### src/shared/dvel_pkg.sv
// Shared constants and types for the function-enable and ECC error log block.
// Assumes configuration offsets are byte offsets within function 0 config space.
package dvel_pkg;

    ////////////////////////////////////////////////////////////////////////////
    // Register offsets and reset values
    localparam logic [7:0]  FE_OFFSET  = 8'h54;
    localparam logic [7:0]  LOG_OFFSET = 8'h58;
    localparam logic [31:0] FE_RESET   = 32'h0000_0003;
    localparam logic [31:0] LOG_RESET  = 32'h0000_0000;

    ////////////////////////////////////////////////////////////////////////////
    // Field positions
    localparam int FE_HOST_BIT   = 0;
    localparam int FE_PORT_A_BIT = 1;
    localparam int FE_PORT_B_BIT = 2;
    localparam int LOG_ADDR_LSB  = 7;
    localparam int LOG_ADDR_MSB  = 31;
    localparam int LOG_CHAN_BIT  = 0;
    localparam int ADDR_W        = LOG_ADDR_MSB - LOG_ADDR_LSB + 1;

    ////////////////////////////////////////////////////////////////////////////
    // Reset synchroniser depth for the power-good domain
    localparam int PG_SYNC_STAGES = 2;

    ////////////////////////////////////////////////////////////////////////////
    // Types
    typedef logic [ADDR_W-1:0] dvel_addr_t;

    typedef enum logic [1:0] {
        LOG_OPEN,
        LOG_SINGLE,
        LOG_LOCKED
    } dvel_log_e;

endpackage : dvel_pkg

### src/shared/dvel_log_if.sv
// Carrier between the register bank and the sticky error log.
// Assumes both ends run on the same clock.
`timescale 1ns/1ps

interface dvel_log_if;
    import dvel_pkg::*;

    // Error events, passed through unqualified by the register bank
    logic       event_single;
    logic       event_multi;
    dvel_addr_t event_addr;
    logic       event_channel;
    logic       flags_clear;

    // Sticky log contents
    dvel_addr_t log_addr;
    logic       log_channel;
    dvel_log_e  log_mode;

    modport bank (
        output event_single,
        output event_multi,
        output event_addr,
        output event_channel,
        output flags_clear,
        input  log_addr,
        input  log_channel,
        input  log_mode
    );

    modport log (
        input  event_single,
        input  event_multi,
        input  event_addr,
        input  event_channel,
        input  flags_clear,
        output log_addr,
        output log_channel,
        output log_mode
    );

endinterface : dvel_log_if

### src/dvel_error_log.sv
// Sticky first-error address and channel log.
// Assumes i_power_good is the only reset; platform reset does not reach it.
`timescale 1ns/1ps

module dvel_error_log (
    // Clock and power-good reset
    input  wire logic i_clock,
    input  wire logic i_power_good,
    // Link to the register bank
    dvel_log_if.log   lg
);
    import dvel_pkg::*;

    typedef struct packed {
        logic [PG_SYNC_STAGES-1:0] sync;
        dvel_log_e                 mode;
        dvel_addr_t                addr;
        logic                      channel;
    } dvel_log_s;

    dvel_log_s state;
    dvel_log_s next_state;

    ////////////////////////////////////////////////////////////////////////////
    // Capture policy
    always_comb begin
        logic      live;
        logic      any_err;
        logic      clear;
        dvel_log_e cur;
        live    = state.sync[PG_SYNC_STAGES-1];
        any_err = live & (lg.event_single | lg.event_multi);
        clear   = live & lg.flags_clear;
        next_state      = state;
        next_state.sync = {state.sync[PG_SYNC_STAGES-2:0], 1'b1};
        // A clear in the same cycle as an error reopens the log first
        cur = clear ? LOG_OPEN : state.mode;
        next_state.mode = cur;
        case (cur)
            LOG_OPEN: begin
                if (any_err) begin
                    next_state.addr    = lg.event_addr;
                    next_state.channel = lg.event_channel;
                    next_state.mode    = lg.event_multi ? LOG_LOCKED : LOG_SINGLE;
                end
            end
            LOG_SINGLE: begin
                if (live & lg.event_multi) begin
                    next_state.addr    = lg.event_addr;
                    next_state.channel = lg.event_channel;
                    next_state.mode    = LOG_LOCKED;
                end
            end
            LOG_LOCKED: begin
                next_state.mode = LOG_LOCKED;
            end
            default: begin
                next_state.mode = LOG_OPEN;
            end
        endcase
    end

    // Only power-good clears the log
    always_ff @(posedge i_clock or negedge i_power_good) begin
        if (!i_power_good) begin
            state.sync    <= '0;
            state.mode    <= LOG_OPEN;
            state.addr    <= LOG_RESET[LOG_ADDR_MSB:LOG_ADDR_LSB];
            state.channel <= LOG_RESET[LOG_CHAN_BIT];
        end else begin
            state <= next_state;
        end
    end

    assign lg.log_addr    = state.addr;
    assign lg.log_channel = state.channel;
    assign lg.log_mode    = state.mode;

endmodule : dvel_error_log

### src/dvel_top.sv
// Function-enable control and DRAM ECC error address log, config space function 0.
// Contract
// - Host bridge enable bit reads one always
// - Bit 1 zero hides root port A
// - Bit 2 controls root port B, else reserved
// - Log failing address bits 31:7 on errors
// - Logged address is post-remap logical address
// - Capture first error after flags cleared
// - Multi-bit error locks the address field
// - Log cleared only by power-good loss
// - Bit 0 records failing memory channel
// Assumes a single-cycle config request port and same-clock ECC event pulses.
`timescale 1ns/1ps

module dvel_top #(
    parameter bit HAS_PORT_B = 1'b1
) (
    // Clock and resets
    input  wire logic                 i_clock,
    input  wire logic                 i_reset_n,
    input  wire logic                 i_power_good,
    // Configuration register access
    input  wire logic                 i_cfg_req,
    input  wire logic                 i_cfg_write,
    input  wire logic [7:0]           i_cfg_offset,
    input  wire logic [3:0]           i_cfg_byte_en,
    input  wire logic [31:0]          i_cfg_wdata,
    output      logic                 o_cfg_ack,
    output      logic                 o_cfg_claim,
    output      logic [31:0]          o_cfg_rdata,
    // ECC events from the memory controller
    input  wire logic                 i_ecc_single,
    input  wire logic                 i_ecc_multi,
    input  wire dvel_pkg::dvel_addr_t i_ecc_logical_addr,
    input  wire logic                 i_ecc_channel,
    input  wire logic                 i_error_flags_clear,
    // Function enables
    output      logic                 o_host_bridge_enable,
    output      logic                 o_root_port_a_enable,
    output      logic                 o_root_port_b_enable
);
    import dvel_pkg::*;

    typedef struct packed {
        logic        ack;
        logic        claim;
        logic [31:0] rdata;
        logic        port_a;
        logic        port_b;
    } dvel_bank_s;

    dvel_bank_s state;
    dvel_bank_s next_state;

    dvel_log_if lg ();

    ////////////////////////////////////////////////////////////////////////////
    // Sticky log, on its own reset
    dvel_error_log dvel_error_log_i (
        .i_clock      (i_clock),
        .i_power_good (i_power_good),
        .lg           (lg.log)
    );

    ////////////////////////////////////////////////////////////////////////////
    // Error events toward the log
    // The address arrives already translated through the remap window
    assign lg.event_single  = i_ecc_single;
    assign lg.event_multi   = i_ecc_multi;
    assign lg.event_addr    = i_ecc_logical_addr;
    assign lg.event_channel = i_ecc_channel;
    assign lg.flags_clear   = i_error_flags_clear;

    ////////////////////////////////////////////////////////////////////////////
    // Register decode, write and read-back
    always_comb begin
        logic        hit_fe;
        logic        hit_log;
        logic [31:0] fe_view;
        logic [31:0] log_view;
        hit_fe   = i_cfg_offset[7:2] == FE_OFFSET[7:2];
        hit_log  = i_cfg_offset[7:2] == LOG_OFFSET[7:2];
        fe_view  = '0;
        log_view = '0;
        fe_view[FE_HOST_BIT]   = 1'b1;
        fe_view[FE_PORT_A_BIT] = state.port_a;
        fe_view[FE_PORT_B_BIT] = HAS_PORT_B & state.port_b;
        log_view[LOG_ADDR_MSB:LOG_ADDR_LSB] = lg.log_addr;
        log_view[LOG_CHAN_BIT] = lg.log_channel;
        next_state       = state;
        next_state.ack   = i_cfg_req;
        next_state.claim = i_cfg_req & (hit_fe | hit_log);
        next_state.rdata = '0;
        if (i_cfg_req && i_cfg_write) begin
            // Only the low byte holds writable bits; the log is read-only
            if (hit_fe && i_cfg_byte_en[0]) begin
                next_state.port_a = i_cfg_wdata[FE_PORT_A_BIT];
                next_state.port_b = HAS_PORT_B & i_cfg_wdata[FE_PORT_B_BIT];
            end
        end else if (i_cfg_req) begin
            if (hit_fe) begin
                next_state.rdata = fe_view;
            end else if (hit_log) begin
                next_state.rdata = log_view;
            end
        end
    end

    always_ff @(posedge i_clock or negedge i_reset_n) begin
        if (!i_reset_n) begin
            state.ack    <= 1'b0;
            state.claim  <= 1'b0;
            state.rdata  <= '0;
            state.port_a <= FE_RESET[FE_PORT_A_BIT];
            state.port_b <= HAS_PORT_B & FE_RESET[FE_PORT_B_BIT];
        end else begin
            state <= next_state;
        end
    end

    ////////////////////////////////////////////////////////////////////////////
    // Outputs
    assign o_cfg_ack            = state.ack;
    assign o_cfg_claim          = state.claim;
    assign o_cfg_rdata          = state.rdata;
    assign o_host_bridge_enable = 1'b1;
    assign o_root_port_a_enable = state.port_a;
    assign o_root_port_b_enable = HAS_PORT_B & state.port_b;

endmodule : dvel_top

### config.mk
export PLATFORM = sky130hd
export DESIGN_NAME = dvel_top
export DESIGN_NICKNAME = d
export VERILOG_FILES = /design/src/shared/dvel_pkg.sv /design/src/shared/dvel_log_if.sv /design/src/dvel_error_log.sv /design/src/dvel_top.sv
export SDC_FILE = /design/constraint.sdc
export NUM_CORES = 1
export LEC_CHECK = 0
export ABC_AREA = 1
export BUFFER_PORTS_ARGS = -buffer_cell sky130_fd_sc_hd__buf_2
export CAP_MARGIN = 10
export CORE_AREA = 2 2 107 109
export CTS_CLUSTER_SIZE = 30
export DETAILED_ROUTE_END_ITERATION = 16
export DIE_AREA = 0 0 109 111
export GPL_TIMING_DRIVEN = 0
export PLACE_DENSITY = 0.46
export SYNTH_ARGS = -nofsm -noshare
export SYNTH_HDL_FRONTEND = slang
export SYNTH_SLANG_ARGS = --single-unit
### constraint.sdc
create_clock -name i_clock -period 2.6 [get_ports i_clock]
set_clock_uncertainty 0.05 [all_clocks]
set_input_delay 0.52 -clock i_clock [delete_from_list [all_inputs] [get_ports i_clock]]
set_output_delay 0.52 -clock i_clock [all_outputs]
set_load 0.01 [all_outputs]
==> run summary <==
# nets final - 479
total track usage - 0.113
Adder-Cell Fraction of Synth Area - 0
initial antenna violation count - 0
DP Wirelength - 4.36 mm
worst slack at placement - 0.897 ns
sequential element share of the synthesized area - 0.584
post-DR vias/cell - 3.83
largest family of logic cells by synthesized area - simple AND/OR/NAND/NOR gates
initial core utilization - 0.240
Worst EP required - 2.03 ns
Via Count - 2,104
syn_area_per_cell - 8.52 µm²
Post-synth EDFFs - 0
FILL cells - 1,209
final core occ - 0.319
MaxCap Viol Count - 0
R2R cell count - 7
worst vdd ir - 309 µV
worst path arrival time - 1.00 ns
worst reg2reg path endpoint - dvel_error_log_i.lg.log_addr[20]
most frequent cells in the layout - nand2_1 (118), buf_2 (77), dfrtp_1 (61)
Worst-Margin Slew - 0.737 ns
Hold Path Class - primary input to async pin
dpl cells - 533
top_reg_cell synth - dfrtp_1
DRT iter0 DRCs - 95
Final setup violation count - 0
#FFs+latches synth - 62
top cell type by total area after synthesis - dfrtp_1
final hold vios - 0
root buf cell - clkbuf_16
simple-gate portion of the synthesized area - 0.305
first-pass GRT wire length - 10.3 mm
worst path cell trace - buf_2
Post-route DRC - 0
Worst slew margin - 0.508
Gate Count Post-Synth - 312
mux cell area share after synthesis - 0
DIE AREA - 12,100 µm²
Slew Viols, Final - 0
Async SR Flop Fraction - 1.00
CP max stage delay - 0.54 ns
reg2reg start - dvel_error_log_i.state[29]
Yosys top cell area share - 0.574
CP Launch Type - flop
die height - 111 µm
CP Capture Type - output pin
ANT cells - 0
Synth Area in Compound Gates - 0.00894
Setup Crit Path Kind - flop to output pin
Leakage - 2.06 nW
Clock Sinks - 62
worst skew pair latency - 0.32 ns
top cells by area, synth - dfrtp_1 (57%), nand2_1 (17%), nor2_1 (8.2%)
PD cells - 767 nW/µm²
Die X - 109 µm
delay-heaviest family, CP - flip-flops
Post-DRT Antenna Nets - 0
I/O pin count - 115
fraction of layout cells with a size suffix above 1 - 0.291
port bufs - 74
WL per Instance - 11.3 µm
TritonCTS Buffers - 9
final WL - 6.18 mm
r2r setup slk - 1.25 ns
count of cells resized by post-cts repair - 0
status - finished, final reports clean
Max Root-Sink Buffers - 2
Setup TNS - 0 ns
most common cell after layout, fill and taps aside - nand2_1
postcts setup bufs - 0
period utilisation layout - 0.603
achievable frequency - 0.638 GHz
crit path time final - 1.57 ns
CTS tree - yes
grt total ovfl - 0
final worst setup slack - 1.03 ns
clock-pin slew on the worst setup and hold paths - 0.06 ns
FP Rows - 39
Final Non-Filler Cells - 549
CP max-delay cell - dfstp_2
distinct cell type count after synthesis - 24
RSZ-0062 raised after global routing - no
Synth Area in XOR/XNOR - 0
Core ar. - 11,100 µm²
largest net degree at the start of global routing - 33
H-tree depth - 3
CTS Hold Bufs - 0
Total Power - 2.71 mW
Area Growth Syn to Fin - 33.0%
Final GP Congestion - 0.712
Yosys Warn Count - 0
vias in the first global route - 2,188
crit path buf inv count - 1
drt first pass iters - 4
crit-path max FO - 3
Mapped Area - 2660 µm²
-- how the worst max path moves through the flow --
stage,start,to,slack (ns),depth (start not counted)
3_3_place_gp,i_cfg_req,o_cfg_rdata[14],0.90,6
2_1_floorplan,i_cfg_offset[6],o_root_port_b_enable,1.25,8
6_report,o_root_port_a_enable,o_root_port_a_enable,1.03,1
4_1_cts,o_root_port_a_enable,o_root_port_a_enable,1.02,1
3_5_place_dp,i_cfg_req,o_cfg_rdata[14],0.90,6
5_1_grt,o_root_port_a_enable,o_root_port_a_enable,0.99,1
-- routing by layer --
| metal | wire length [µm] | track usage |
|---|---|---|
| met3 | 393 | 0.0335 |
| met2 | 2790 | 0.176 |
| met1 | 2890 | 0.145 |
| met5 | 0 | 0 |
| met4 | 99 | 0.0504 |
-- synth_stat cells (all sizes together) (2+ instances only) --
library cell	instances
nor2	61
buf	14
inv	36
clkbuf	2
nand2	123
nand4	2
a21oi	2
o21ai	2
nand3	5
conb	2
dfrtp	61
-- metrics by stage --
stage | cell area (µm²) | hold WS [ns]
4_1_cts | 3540 | 0.225
6_report | 3540 | 0.195
3_5_place_dp | 3220 | 0.290
5_1_grt | 3540 | 0.258
3_3_place_gp | 3220 | 0.289
2_1_floorplan | 2670 | 0.174
-- where the power goes --
| group | leakage (nW) | switching, mW | internal, mW | total (mW) |
|---|---|---|---|---|
| logic | 1.08 | 0.209 | 0.146 | 0.354 |
| clock network | 0.152 | 0.420 | 0.818 | 1.24 |
| registers | 0.827 | 0.0526 | 1.07 | 1.12 |
-- final cells by class --
class / instances / area [µm²] / share of cell area
Sequential cell: 62 / 1550 / 0.439
Multi-Input combinational cell: 202 / 858 / 0.243
Timing Repair Buffer: 74 / 370 / 0.105
Clock buffer: 13 / 270 / 0.0764
Tap cell: 143 / 179 / 0.0506
Inverter: 36 / 135 / 0.0382
Buffer: 16 / 128 / 0.0361
Clock inverter: 3 / 42.5 / 0.0120
-- logic make-up (layout without fill, tap and decap cells) --
group / Yosys count / in the layout
AOI/OAI and AO/OA: 4 / 4
buffers and inverters: 52 / 142
DFF: 62 / 62
other: 2 / 6
and+or+nand+nor: 192 / 192
-- state kept, by name, indices dropped and copies added, names as in the netlist --
signal	cells
o_cfg_claim	1
dvel_error_log_i.lg.log_addr	25
dvel_error_log_i.lg.log_mode	2
dvel_error_log_i.next_state	1
o_cfg_ack	1
o_root_port_a_enable	1
o_root_port_b_enable	1
dvel_error_log_i.state	1
o_cfg_rdata	28
dvel_error_log_i.lg.log_channel	1
-- worst reg2reg max path, stage by stage, from the launching register on --
cell and delay (ns):
dfrtp_1 0.43, nand2_4 0.12, nand3_2 0.08, nor2_2 0.21, nor2_8 0.09, buf_6 0.15
nand2_1 0.06, nand2_1 0.05
No activity file was read; power rests on OpenSTA's default activity.
